File: src/adcst_pkg.sv
package adcst_pkg;
  // ==========================================
  // Register map
  localparam logic [7:0]  ADDR_CFG0     = 8'h00;
  localparam logic [7:0]  ADDR_SCAN     = 8'h04;
  localparam logic [7:0]  ADDR_GAP      = 8'h08;
  localparam logic [7:0]  ADDR_STAT     = 8'h0c;
  // ==========================================
  // Field positions
  localparam int          CFG0_PWR_LSB  = 0;
  localparam int          CFG0_CLK_LSB  = 4;
  localparam int          SCAN_REP_LSB  = 0;
  localparam int          SCAN_STP_BIT  = 2;
  localparam int          SCAN_DIV_LSB  = 8;
  localparam int          STAT_CNT_LSB  = 0;
  localparam int          STAT_CONV_BIT = 9;
  localparam int          STAT_FSD_BIT  = 10;
  localparam int          STAT_SYNC_LSB = 11;
  localparam int          STAT_RDY_BIT  = 13;
  // ==========================================
  // Reset values
  localparam logic [7:0]  CFG0_RST      = 8'h00;
  localparam logic [1:0]  REP_RST       = 2'h0;
  localparam logic [7:0]  DIV_RST       = 8'h02;
  localparam logic [23:0] GAP_RST       = 24'h000000;
  // ==========================================
  // Codes
  localparam logic [1:0]  PWR_CONV      = 2'h3;
  localparam logic [1:0]  PWR_STBY      = 2'h2;
  localparam logic [1:0]  CLK_INT_OUT   = 2'h3;
  localparam logic [1:0]  REP_CONT      = 2'h3;
  // ==========================================
  // Timing counts, in master or modulator cycles
  localparam logic [8:0]  SETTLE_FULL   = 9'h100;
  localparam logic [1:0]  SYNC_WAIT     = 2'h2;
  localparam logic [3:0]  MOD_DIV       = 4'h4;
  localparam logic [7:0]  DIV_MIN       = 8'h02;

  typedef enum {SC_IDLE, SC_RUN, SC_GAP_SD, SC_GAP_SB} adcst_scan_t;
endpackage : adcst_pkg

File: src/adcst_seq.sv
`timescale 1ns/1ps
// Contract
// - Mode codes 11 convert, 10 standby, 0x shutdown
// - Entering shutdown is immediate, reloads 256
// - Leaving shutdown counts 256 down to 0
// - Bus-caused start waits two master cycles, unless the same write changes clock select
// - Scan-caused start counts down without waiting
// - At zero: standby ready, or conversion starts
// - Standby/convert switch immediate after zero only; the code still waits the two-cycle sync after each such bus write
// - Shutdown to conversion never below 256 periods
// - Same-value rewrite leaves countdown unchanged
// - Each 1x rewrite keeping clock select adds sync delay
// - Long continuous gap: shutdown, restart 256 early
// - Short gap: stay in standby
// - Start pulse on interrupt when enabled
// - Clock source select drives pin usage
// - Clock select change restarts everything
// - Full shutdown stops master clock distribution
// - Oscillator runs while select is 1x
// - Pin outputs divided clock at once
// - Full-shutdown command clears first config register
module adcst_seq
  import adcst_pkg::*;
(
  // Clock and reset
  input  wire logic        mclk_i,
  input  wire logic        rst_i,
  // Register port
  input  wire logic [7:0]  addr_i,
  input  wire logic [31:0] wdata_i,
  input  wire logic        wr_i,
  input  wire logic        rd_i,
  output logic      [31:0] rdata_o,
  // Fast command and scan sequencer
  input  wire logic        full_shutdown_cmd_i,
  input  wire logic        scan_mode_i,
  input  wire logic        scan_cycle_done_i,
  // Converter control
  output logic             converting_o,
  output logic             adc_ready_o,
  output logic             conv_restart_o,
  output logic             modulator_ce_o,
  output logic             irq_o,
  // Clocking
  output logic             mclk_gate_en_o,
  output logic             osc_en_o,
  output logic             ext_clk_sel_o,
  output logic             clk_pin_o,
  output logic             clk_pin_oe_o
);

  // ==========================================
  // Registers
  logic [7:0]  first_config_reg;
  logic [1:0]  conversion_repeat_sel;
  logic        start_pulse_en;
  logic [7:0]  clk_divide_ratio;
  logic [23:0] scan_cycle_gap;
  logic        full_sd;

  logic [1:0]  adc_power_state_sel;
  logic [1:0]  clock_source_sel;
  logic        wr_cfg0;
  logic        clk_chg;
  logic        wr_mode_1x;

  assign adc_power_state_sel = first_config_reg[CFG0_PWR_LSB +: 2];
  assign clock_source_sel    = first_config_reg[CFG0_CLK_LSB +: 2];
  assign wr_cfg0    = wr_i && (addr_i == ADDR_CFG0);
  assign clk_chg    = wr_cfg0 && !full_shutdown_cmd_i
                      && (wdata_i[CFG0_CLK_LSB +: 2] != clock_source_sel);
  assign wr_mode_1x = wr_cfg0 && !full_shutdown_cmd_i && wdata_i[CFG0_PWR_LSB + 1];

  always_ff @(posedge mclk_i) begin
    if (rst_i) begin
      first_config_reg <= CFG0_RST;
    end else if (full_shutdown_cmd_i) begin
      first_config_reg <= CFG0_RST;
    end else if (wr_cfg0) begin
      first_config_reg <= wdata_i[7:0];
    end
  end

  always_ff @(posedge mclk_i) begin
    if (rst_i) begin
      conversion_repeat_sel <= REP_RST;
      start_pulse_en        <= 1'b0;
      clk_divide_ratio      <= DIV_RST;
      scan_cycle_gap        <= GAP_RST;
    end else if (wr_i && addr_i == ADDR_SCAN) begin
      conversion_repeat_sel <= wdata_i[SCAN_REP_LSB +: 2];
      start_pulse_en        <= wdata_i[SCAN_STP_BIT];
      clk_divide_ratio      <= wdata_i[SCAN_DIV_LSB +: 8];
    end else if (wr_i && addr_i == ADDR_GAP) begin
      scan_cycle_gap        <= wdata_i[23:0];
    end
  end

  // Left by a later write to the first config register
  always_ff @(posedge mclk_i) begin
    if (rst_i) begin
      full_sd <= 1'b0;
    end else if (full_shutdown_cmd_i) begin
      full_sd <= 1'b1;
    end else if (wr_cfg0) begin
      full_sd <= 1'b0;
    end
  end

  // ==========================================
  // Modulator clock enable
  logic [3:0] mod_div_cnt;
  logic       mod_ce;

  always_ff @(posedge mclk_i) begin
    if (rst_i || clk_chg || full_sd) begin
      mod_div_cnt <= 4'h0;
    end else if (mod_div_cnt == MOD_DIV - 4'h1) begin
      mod_div_cnt <= 4'h0;
    end else begin
      mod_div_cnt <= mod_div_cnt + 4'h1;
    end
  end

  // No modulator tick in full shutdown: master clock is held off
  assign mod_ce         = !full_sd && (mod_div_cnt == MOD_DIV - 4'h1);
  assign modulator_ce_o = mod_ce;
  assign mclk_gate_en_o = !full_sd;

  // ==========================================
  // Scan gap handling
  adcst_scan_t scan_st;
  logic [23:0] gap_cnt;
  logic        scan_sd;
  logic        scan_hold;
  logic        gap_long;

  assign gap_long  = scan_cycle_gap > {15'h0, SETTLE_FULL};
  assign scan_sd   = (scan_st == SC_GAP_SD);
  assign scan_hold = (scan_st == SC_GAP_SB);

  always_ff @(posedge mclk_i) begin
    if (rst_i || !scan_mode_i || clk_chg) begin
      scan_st <= SC_IDLE;
      gap_cnt <= 24'h000000;
    end else begin
      case (scan_st)
        SC_IDLE: begin
          scan_st <= SC_RUN;
        end
        SC_RUN: begin
          if (scan_cycle_done_i && conversion_repeat_sel == REP_CONT) begin
            gap_cnt <= scan_cycle_gap;
            scan_st <= gap_long ? SC_GAP_SD : SC_GAP_SB;
          end
        end
        SC_GAP_SD: begin
          if (mod_ce) begin
            gap_cnt <= gap_cnt - 24'h000001;
          end
          // Wake early so settling ends with the gap
          if (gap_cnt <= {15'h0, SETTLE_FULL}) begin
            scan_st <= SC_GAP_SB;
          end
        end
        SC_GAP_SB: begin
          if (gap_cnt == 24'h000000) begin
            scan_st <= SC_RUN;
          end else if (mod_ce) begin
            gap_cnt <= gap_cnt - 24'h000001;
          end
        end
        default: begin
          scan_st <= SC_IDLE;
        end
      endcase
    end
  end

  // ==========================================
  // Settle countdown
  logic [8:0] settle_cnt;
  logic [1:0] sync_cnt;
  logic       eff_sd;
  logic       conv;
  logic       conv_q;

  assign eff_sd = !adc_power_state_sel[1] || scan_sd || full_sd;

  // Resync after each bus write of a 1x mode that leaves the clock select unchanged
  always_ff @(posedge mclk_i) begin
    if (rst_i || clk_chg) begin
      sync_cnt <= 2'h0;
    end else if (wr_mode_1x) begin
      sync_cnt <= SYNC_WAIT;
    end else if (sync_cnt != 2'h0) begin
      sync_cnt <= sync_cnt - 2'h1;
    end
  end

  // Same-value writes touch nothing here, so the remaining time stays
  always_ff @(posedge mclk_i) begin
    if (rst_i || clk_chg) begin
      settle_cnt <= SETTLE_FULL;
    end else if (eff_sd) begin
      settle_cnt <= SETTLE_FULL;
    end else if (mod_ce && sync_cnt == 2'h0 && settle_cnt != 9'h000) begin
      settle_cnt <= settle_cnt - 9'h001;
    end
  end

  // Conversion only after full countdown and resync
  // A clock select change drops a running conversion in the same cycle
  assign conv = (adc_power_state_sel == PWR_CONV) && !eff_sd && !scan_hold && !clk_chg
                && settle_cnt == 9'h000 && sync_cnt == 2'h0;

  always_ff @(posedge mclk_i) begin
    if (rst_i) begin
      conv_q         <= 1'b0;
      irq_o          <= 1'b0;
      conv_restart_o <= 1'b0;
    end else begin
      conv_q         <= conv;
      irq_o          <= start_pulse_en && conv && !conv_q;
      conv_restart_o <= clk_chg;
    end
  end

  assign converting_o = conv_q;
  assign adc_ready_o  = !eff_sd && settle_cnt == 9'h000 && sync_cnt == 2'h0;

  // ==========================================
  // Clock source and divided output
  logic [7:0] out_cnt;
  logic [7:0] ratio;

  // Ratios below two cannot be made from flip-flops
  assign ratio = (clk_divide_ratio < DIV_MIN) ? DIV_MIN : clk_divide_ratio;

  always_ff @(posedge mclk_i) begin
    if (rst_i || clk_chg || full_sd) begin
      out_cnt   <= 8'h00;
      clk_pin_o <= 1'b0;
    end else begin
      out_cnt   <= (out_cnt >= ratio - 8'h01) ? 8'h00 : out_cnt + 8'h01;
      clk_pin_o <= out_cnt < {1'b0, ratio[7:1]};
    end
  end

  assign osc_en_o      = clock_source_sel[1];
  assign ext_clk_sel_o = !clock_source_sel[1];
  assign clk_pin_oe_o  = (clock_source_sel == CLK_INT_OUT);

  // ==========================================
  // Read port
  logic [31:0] next_rdata;

  always_comb begin
    next_rdata = 32'h00000000;
    case (addr_i)
      ADDR_CFG0: next_rdata[7:0] = first_config_reg;
      ADDR_SCAN: begin
        next_rdata[SCAN_REP_LSB +: 2] = conversion_repeat_sel;
        next_rdata[SCAN_STP_BIT]      = start_pulse_en;
        next_rdata[SCAN_DIV_LSB +: 8] = clk_divide_ratio;
      end
      ADDR_GAP:  next_rdata[23:0] = scan_cycle_gap;
      ADDR_STAT: begin
        next_rdata[STAT_CNT_LSB +: 9]  = settle_cnt;
        next_rdata[STAT_CONV_BIT]      = conv_q;
        next_rdata[STAT_FSD_BIT]       = full_sd;
        next_rdata[STAT_SYNC_LSB +: 2] = sync_cnt;
        next_rdata[STAT_RDY_BIT]       = adc_ready_o;
      end
      default:   next_rdata = 32'h00000000;
    endcase
  end

  always_ff @(posedge mclk_i) begin
    if (rst_i) begin
      rdata_o <= 32'h00000000;
    end else if (rd_i) begin
      rdata_o <= next_rdata;
    end else begin
      rdata_o <= 32'h00000000;
    end
  end

  // ==========================================
  // Checks
  property p_sd_reload;
    @(posedge mclk_i) disable iff (rst_i)
      eff_sd |=> settle_cnt == SETTLE_FULL;
  endproperty
  a_sd_reload: assert property (p_sd_reload) else $error("shutdown did not reload");

  property p_step;
    @(posedge mclk_i) disable iff (rst_i)
      (!eff_sd && !clk_chg && mod_ce && sync_cnt == 2'h0 && settle_cnt != 9'h000)
      |=> settle_cnt == $past(settle_cnt) - 9'h001;
  endproperty
  a_step: assert property (p_step) else $error("countdown did not step");

  property p_sync_hold;
    @(posedge mclk_i) disable iff (rst_i)
      (wr_mode_1x && !clk_chg) |=> (sync_cnt != 2'h0 && !conv) [*2];
  endproperty
  a_sync_hold: assert property (p_sync_hold) else $error("no resync wait");

  property p_conv_zero;
    @(posedge mclk_i) disable iff (rst_i)
      $rose(conv_q) |-> $past(settle_cnt) == 9'h000 && $past(sync_cnt) == 2'h0;
  endproperty
  a_conv_zero: assert property (p_conv_zero) else $error("conversion before settle");

  property p_start_pulse;
    @(posedge mclk_i) disable iff (rst_i)
      (conv && !conv_q) |=> irq_o == $past(start_pulse_en) && converting_o;
  endproperty
  a_start_pulse: assert property (p_start_pulse) else $error("start pulse wrong");

  property p_pin_oe;
    @(posedge mclk_i) disable iff (rst_i)
      clk_pin_oe_o == (clock_source_sel == CLK_INT_OUT) && osc_en_o == clock_source_sel[1];
  endproperty
  a_pin_oe: assert property (p_pin_oe) else $error("clock pin mode wrong");

  property p_clk_chg;
    @(posedge mclk_i) disable iff (rst_i)
      clk_chg |=> settle_cnt == SETTLE_FULL && conv_restart_o && !converting_o ##1 !conv_restart_o;
  endproperty
  a_clk_chg: assert property (p_clk_chg) else $error("clock change no restart");

  property p_fast_cmd;
    @(posedge mclk_i) disable iff (rst_i)
      full_shutdown_cmd_i |=> first_config_reg == CFG0_RST && !mclk_gate_en_o && !modulator_ce_o;
  endproperty
  a_fast_cmd: assert property (p_fast_cmd) else $error("fast shutdown failed");

  property p_short_gap;
    @(posedge mclk_i) disable iff (rst_i)
      scan_hold |-> !conv && !scan_sd;
  endproperty
  a_short_gap: assert property (p_short_gap) else $error("converted in gap");

  property p_resync;
    @(posedge mclk_i) disable iff (rst_i)
      (wr_mode_1x && !clk_chg) |=> sync_cnt == SYNC_WAIT;
  endproperty
  a_resync: assert property (p_resync) else $error("rewrite gave no resync");

  property p_same_value;
    @(posedge mclk_i) disable iff (rst_i)
      (wr_cfg0 && !full_shutdown_cmd_i && !clk_chg && !eff_sd && !mod_ce
       && wdata_i[CFG0_PWR_LSB +: 2] == adc_power_state_sel)
      |=> settle_cnt == $past(settle_cnt);
  endproperty
  a_same_value: assert property (p_same_value) else $error("rewrite moved countdown");

  property p_conv_at_zero;
    @(posedge mclk_i) disable iff (rst_i)
      (adc_power_state_sel == PWR_CONV && adc_ready_o && !scan_hold && !clk_chg)
      |=> converting_o;
  endproperty
  a_conv_at_zero: assert property (p_conv_at_zero) else $error("no start at zero");

  property p_first_tick;
    @(posedge mclk_i) disable iff (rst_i)
      (!eff_sd && !clk_chg && mod_ce && sync_cnt == 2'h0 && settle_cnt == SETTLE_FULL)
      |=> settle_cnt == SETTLE_FULL - 9'h001;
  endproperty
  a_first_tick: assert property (p_first_tick) else $error("first step delayed");

  property p_reset_state;
    @(posedge mclk_i)
      $fell(rst_i) |-> settle_cnt == SETTLE_FULL && !converting_o && !adc_ready_o;
  endproperty
  a_reset_state: assert property (p_reset_state) else $error("bad state after reset");

  property p_gap_short;
    @(posedge mclk_i) disable iff (rst_i)
      (scan_mode_i && !clk_chg && scan_st == SC_RUN && scan_cycle_done_i
       && conversion_repeat_sel == REP_CONT && !gap_long) |=> scan_hold && !scan_sd;
  endproperty
  a_gap_short: assert property (p_gap_short) else $error("short gap not standby");

endmodule : adcst_seq
File: config.mk
export PLATFORM = sky130hd
export DESIGN_NAME = adcst_seq
export DESIGN_NICKNAME = d
export VERILOG_FILES = /design/src/adcst_pkg.sv /design/src/adcst_seq.sv
export SDC_FILE = /design/constraint.sdc
export NUM_CORES = 1
export LEC_CHECK = 0
export BUFFER_PORTS_ARGS = -buffer_cell sky130_fd_sc_hd__buf_2
export CORE_MARGIN = 2
export CORE_UTILIZATION = 50
export DETAILED_ROUTE_END_ITERATION = 8
export GPL_ROUTABILITY_DRIVEN = 1
export PLACE_DENSITY_LB_ADDON = 0.08
export SYNTH_ARGS = -nofsm -noshare
export SYNTH_HDL_FRONTEND = slang
export SYNTH_SLANG_ARGS = --single-unit
File: constraint.sdc
create_clock -name mclk_i -period 9.3 [get_ports mclk_i]
set_clock_uncertainty 0.2 [all_clocks]
set_input_delay 1.395 -clock mclk_i [delete_from_list [all_inputs] [get_ports mclk_i]]
set_output_delay 1.395 -clock mclk_i [all_outputs]
set_load 0.05 [all_outputs]
==> impl_metrics.csv, run 1 <==
group,metric,value,unit
critical_path,endpoint_kind,"flip-flop",
synthesis,synth_edf_count,0,
critical_path,cp-startpoint,"addr_i[1]",
hold_path,hp-class,"flip-flop to flip-flop",
floorplan,start_util,0.517,
synthesis,synth_top_area_share,0.405,
outcome,status,"complete, no violations",
placed_design,gp_congestion,0.876,
global_route,grt_max_degree,59,
clock_network,hold_buffers,0,
timing,hold_viol,0,
detailed_routing,wl_met3,1120,µm
detailed_routing,wl_met1,7560,µm
global_route,grt-ovfl-total,0,
clock_network,clock_sinks,121,
synthesis,synth_seq_cells,121,
detailed_routing,wl_met2,7450,µm
detailed_routing,wl_per_cell,17.9,µm
critical_path,path_cells,"buf_2 -> nor4_1 -> and2_1 -> nand2_1 -> nand2_1 -> a21oi_1",
timing,finalWorstSetupSlack,4.98,ns
timing,finalCriticalPeriod,4.32,ns
clock_network,cts_buffers,17,
detailed_routing,vias_per_cell,6.03,
power_and_ir_drop,p_per_area,194,nW/µm²
detailed_routing,route.top_layer_used,"met4",
synthesis,synth_area_leaders,"dfxtp_1 (41%), nand2_1 (7.0%), ha_1 (4.6%), a21oi_1 (4.5%), nor2_1 (3.3%)",
global_route,antenna_found_initial,0,
layout,multi_input_area,3290,µm²
layout,top_regs,"gap_cnt: 24 flops, rdata_o: 24 flops, scan_cycle_gap: 24 flops",
layout,layout-drive-gt1-share,0.177,
clock_network,cts_tree,"built",
critical_path,worst-path-max-fanout,24,
critical_path,arrival,4.40,ns
timing,fmaxAchievable,231,MHz
layout,register_area,2420,µm²
detailed_routing,drt_iter0_markers,442,
clock_network,ctsResizeCount,0,
synthesis,synth_mux_area_frac,0.0302,
clock_network,root_buffer,"clkbuf_16",
timing,tns,0,ns
detailed_routing,wl,16500,µm
floorplan,die-area,12800,µm²
layout,fill_cells,1032,
detailed_routing,first_pass_iters,7,
detailed_routing,vias,5573,
timing,rsz0062_at_grt,"no",
clock_network,clkTransAtPathRegs,0.06,ns
timing,min_period_over_period,0.465,
job,timing.max_cap.violations,0,
synthesis,synthSimpleGateAreaFrac,0.256,
hold_path,min-delay-start,"first_config_reg[7]",
layout,final_nets,837,
timing,max-slew-margin-rel,0.230,
critical_path,cp-start-kind,"primary input",
floorplan,rows,39,
critical_path,cp.required,9.37,ns
placed_design,dp_hpwl,11300,µm
timing,setup_viol,0,
synthesis,synth_top_area_cell,"dfxtp_1",
synthesis,synth_cells,713,
timing,tightestPinTransition,1.15,ns
critical_path,crit_slowest_cell,"and2_1",
clock_network,cts_buffer_depth,2,
floorplan,die_w,113,µm
global_route,grt_pass1_wl,27200,µm
synthesis,synth_top_family_by_area,"simple AND/OR/NAND/NOR gates",
clock_network,post_cts.repair.setup_buffers,0,
clock_network,cts_htree_levels,4,
synthesis,async_flop_share,0,
critical_path,crit_family,"simple AND/OR/NAND/NOR gates",
floorplan,top_level_ports,89,
placed_design,dpl_worst_slack,4.64,ns
synthesis,synthAdderAreaFrac,0.0461,
global_route,grt_pass1_vias,5308,
layout,syn_to_final_growth,17.1,%
layout,final_common_cell,"dfxtp_1",
synthesis,synth_compound_area_frac,0.180,
synthesis,synthXorXnorAreaFrac,0.0322,
power_and_ir_drop,peakVddDrop,0.000128,V
global_route,grt_use_total,0.267,
detailed_routing,postRouteAntennaNets,0,
critical_path,reg2reg_from,"clk_divide_ratio[2]",
layout,mostFrequentLayoutCells,"dfxtp_1 (121), nand2_1 (112), buf_2 (72)",
synthesis,synthDistinctLibCells,66,
synthesis,yosysSeqAreaShare,0.405,
critical_path,crit_top_cell,"nand2_1",
placed_design,io_buffers,72,
synthesis,syn_area_per_cell,8.38,µm²
floorplan,die-height,113,µm
critical_path,cp_num_buf_inv,1,
critical_path,slowest_delay,0.88,ns
critical_path,crit_type,"primary input to flip-flop",
floorplan,core,11600,µm²
timing,slew_violations,0,
synthesis,yosys_warnings,0,
synthesis,syn_area,5980,µm²
layout,n_antenna_cell,0,
detailed_routing,drc_errors,0,
clock_network,clkLatencyLatePin,0.43,ns
synthesis,ys.flop_type,"dfxtp_1",
power_and_ir_drop,p_leak,2.70,nW
==> report_power, final <==
group | switching [mW] | internal, mW
sequential | 0.00512 | 0.523
clock | 0.244 | 0.480
combinational | 0.0705 | 0.0325
total | 0.320 | 1.04
==> metrics by stage <==
stage	power, mW	area (µm²)	hold slack (ns)	utilization	cells
2_1_floorplan	0.615	6000	0.233	-	720
3_3_place_gp	0.637	6350	0.243	0.549	892
3_5_place_dp	0.640	6350	0.256	0.549	892
4_1_cts	1.36	7000	0.263	0.605	924
5_1_grt	1.39	7000	0.288	0.605	924
6_report	1.36	7000	0.264	0.605	924
==> worst register-to-register path, stage by stage (launching register included) <==
cell and delay, ns:
dfxtp_1 0.39, nor4_1 0.43, nand2_1 0.11, o21ai_0 0.38, ha_1 0.30, nand2_1 0.08
xnor2_1 0.15, ha_1 0.29, nand4_1 0.09, o31ai_1 0.86, nor3_1 0.10
==> path summary, 6_finish.rpt <==
| path | end | slack (ns) | cells after the start |
|---|---|---|---|
| worst max register to register | out_cnt[4] | 5.77 | 10 |
| worst min-delay path | first_config_reg[7] | 0.26 | 2 |
| worst max-delay path | scan_cycle_gap[17] | 4.98 | 6 |
| worst min register to register | first_config_reg[7] | 0.26 | 2 |
==> synthesized netlist by cell type (all sizes together) (7+ instances only) <==
cell type    n
xor2         7
dfxtp      121
ha          22
nor3        30
o31ai        7
nand2      113
clkbuf      30
a32o        14
nor2b        7
inv         20
or4          7
o21ai       35
mux2        10
nor4        16
nand4        8
buf         16
a22oi       13
nor2        53
a21oi       54
nand3       29
xnor2       15
and2        10
==> final cells by class <==
type | count | area share
Clock buffer | 19 | 0.0633
Clock inverter | 13 | 0.0284
Inverter | 20 | 0.0107
Multi-Input combinational cell | 533 | 0.471
Sequential cell | 121 | 0.346
Tap cell | 143 | 0.0256
Timing Repair Buffer | 75 | 0.0547
==> logic make-up after synthesis <==
kind of cell               count (synthesis)
other                                      1
AOI/OAI and AO/OA                        161
adders and majority gates                 22
xor gates and xnor gates                  22
and+or+nand+nor                          307
DFF                                      121
buffers and inverters                     66
muxes                                     13
==> routing by layer <==
metal / global-route usage / vias to the layer above
li1: - / 2656
met1: 0.364 / 2653
met2: 0.418 / 232
met3: 0.0643 / 32
met4: 0.0862 / 0
met5: 0 / -
Power figures use the tool's default switching activity.
==> run 2, diff against run 1 <==
clock period = 4.1 ns   (was 9.3 ns; I/O delays follow)
==> run 2 against run 1 <==
First-iteration DRC count rose by 9.0%. Critical path depth fell by 2. Global-route usage fell by 0.72 points. Die area did not move. Power rose by 120%. Wire length fell by 0.93%. Count of clock-buffer cells in the layout rose by 5. Critical endpoint is now adc_ready_o. Highest routed layer unchanged.
==> impl_metrics.csv, run 2 (same netlist as run 1, synthesis figures left out) <==
group,metric,value,unit
clock_network,cts_tree,"built",
timing,hold_viol,0,
layout,final_common_cell,"dfxtp_1",
timing,max-slew-margin-rel,0.251,
global_route,grt_pass1_wl,26300,µm
timing,tightestPinTransition,1.12,ns
hold_path,hp-class,"primary input to flip-flop",
global_route,grt_max_degree,59,
global_route,grt_use_total,0.260,
critical_path,reg2reg_to,"out_cnt[7]",
timing,setup_viol,0,
floorplan,core,11600,µm²
detailed_routing,drc_errors,0,
floorplan,die_w,113,µm
timing,finalCriticalPeriod,3.32,ns
placed_design,gp_congestion,0.879,
critical_path,worst-path-max-fanout,8,
critical_path,crit_family,"simple AND/OR/NAND/NOR gates",
critical_path,reg2reg_from,"clk_divide_ratio[2]",
critical_path,r2r_slack,0.89,ns
timing,slew_violations,0,
clock_network,hold_buffers,0,
floorplan,die-area,12800,µm²
clock_network,clock_sinks,121,
detailed_routing,drt_iter0_markers,482,
placed_design,io_buffers,72,
critical_path,path_cells,"or4_1 -> nor4_4 -> and3_1 -> buf_2",
layout,syn_to_final_growth,16.8,%
clock_network,cts_buffers,17,
floorplan,start_util,0.517,
timing,tns,0,ns
layout,mostFrequentLayoutCells,"dfxtp_1 (121), nand2_1 (112), buf_2 (72)",
timing,min_period_over_period,0.810,
power_and_ir_drop,p_per_area,424,nW/µm²
placed_design,dp_hpwl,11300,µm
detailed_routing,vias_per_cell,5.98,
floorplan,top_level_ports,89,
timing,finalWorstSetupSlack,0.780,ns
clock_network,cts_buffer_depth,2,
timing,holdWs,0.236,ns
critical_path,arrival,2.51,ns
critical_path,cp-start-kind,"flip-flop",
outcome,status,"complete, no violations",
clock_network,clkTransAtPathRegs,0.05,ns
clock_network,ctsResizeCount,0,
timing,fmaxAchievable,301,MHz
layout,top_regs,"gap_cnt: 24 flops, rdata_o: 24 flops, scan_cycle_gap: 24 flops",
layout,n_antenna_cell,0,
detailed_routing,postRouteAntennaNets,0,
critical_path,cp.required,3.28,ns
hold_path,min_to,"scan_cycle_gap[21]",
hold_path,holdPathStages,3,
global_route,grt-ovfl-total,0,
critical_path,cp-startpoint,"settle_cnt[2]",
clock_network,post_cts.repair.setup_buffers,0,
floorplan,rows,39,
global_route,antenna_found_initial,0,
critical_path,crit_slowest_cell,"or4_1",
floorplan,die-height,113,µm
job,timing.max_cap.violations,0,
critical_path,cp_num_buf_inv,1,
layout,post_layout_nonfiller_instances,927,
hold_path,min-delay-start,"wdata_i[21]",
global_route,grt_pass1_vias,5195,
power_and_ir_drop,power.total,2.96,mW
critical_path,worstRegToRegCells,12,
placed_design,placed_cells,896,
layout,layout-drive-gt1-share,0.176,
detailed_routing,wl,16300,µm
critical_path,crit_type,"flip-flop to primary output",
critical_path,endpoint_kind,"primary output",
detailed_routing,vias,5546,
critical_path,slowest_delay,0.65,ns
detailed_routing,wl_per_cell,17.6,µm
clock_network,clkLatencyLatePin,0.42,ns
clock_network,root_buffer,"clkbuf_16",
power_and_ir_drop,peakVddDrop,0.000310,V
placed_design,dpl_worst_slack,0.967,ns
power_and_ir_drop,p_leak,2.70,nW
layout,final_nets,841,
timing,rsz0062_at_grt,"no",
clock_network,cts_htree_levels,4,
detailed_routing,first_pass_iters,6,
## run 2: cell count changes in the layout (fill, tap and decap cells not counted), sizes merged
cell,before,now
inv,21,20
buf,75,79
bufinv,5,3
clkinvlp,2,1
clkbuf,19,24
clkinv,5,3
## run 2: final cells by class
cell class / instances / area, µm²
flip-flops and latches: 121 / 2420
repair buffers: 79 / 413
multi-input cells: 533 / 3290
well taps: 143 / 179
clock buffers: 24 / 482
clock inverters: 7 / 116
fillers: 1044 / 4580
inverters: 20 / 75.1
## run 2: metrics by stage
step / util / area (µm²)
2_1_floorplan: - / 6000
3_3_place_gp: 0.552 / 6380
3_5_place_dp: 0.552 / 6380
4_1_cts: 0.604 / 6980
5_1_grt: 0.604 / 6980
6_report: 0.604 / 6980
## run 2: power by group
part           switching [mW]  total [mW]  internal [mW]
sequential             0.0117        1.20           1.19
combinational           0.159       0.238         0.0789
clock                   0.522        1.52          0.999
## run 2: routing by layer
metal | track usage | share of wire | routed length [µm] | vias up
met5 | 0 | 0 | 0 | -
met4 | 0.0837 | 0.015 | 238 | 0
met3 | 0.0616 | 0.065 | 1060 | 15
met2 | 0.416 | 0.47 | 7620 | 205
met1 | 0.347 | 0.45 | 7420 | 2656
li1 | - | - | - | 2670
## run 2: worst max path at each step
stage                              to  depth (start not counted)
final                     adc_ready_o                          4
after floorplan            out_cnt[2]                         11
after CTS                 adc_ready_o                          4
after global placement     out_cnt[7]                         13
after detailed placement   out_cnt[3]                         12
after global routing       out_cnt[7]                         12
## run 2: worst register-to-register path: cells and delay by family (launching register included)
kind	cells	cell delay [ns]
AO/OA/AOI/OAI	4	0.78
XOR/XNOR	1	0.19
adder cells (fa/ha/maj)	2	0.59
buffers and inverters	1	0.17
flip-flops	1	0.38
AND/OR/NAND/NOR	4	0.81
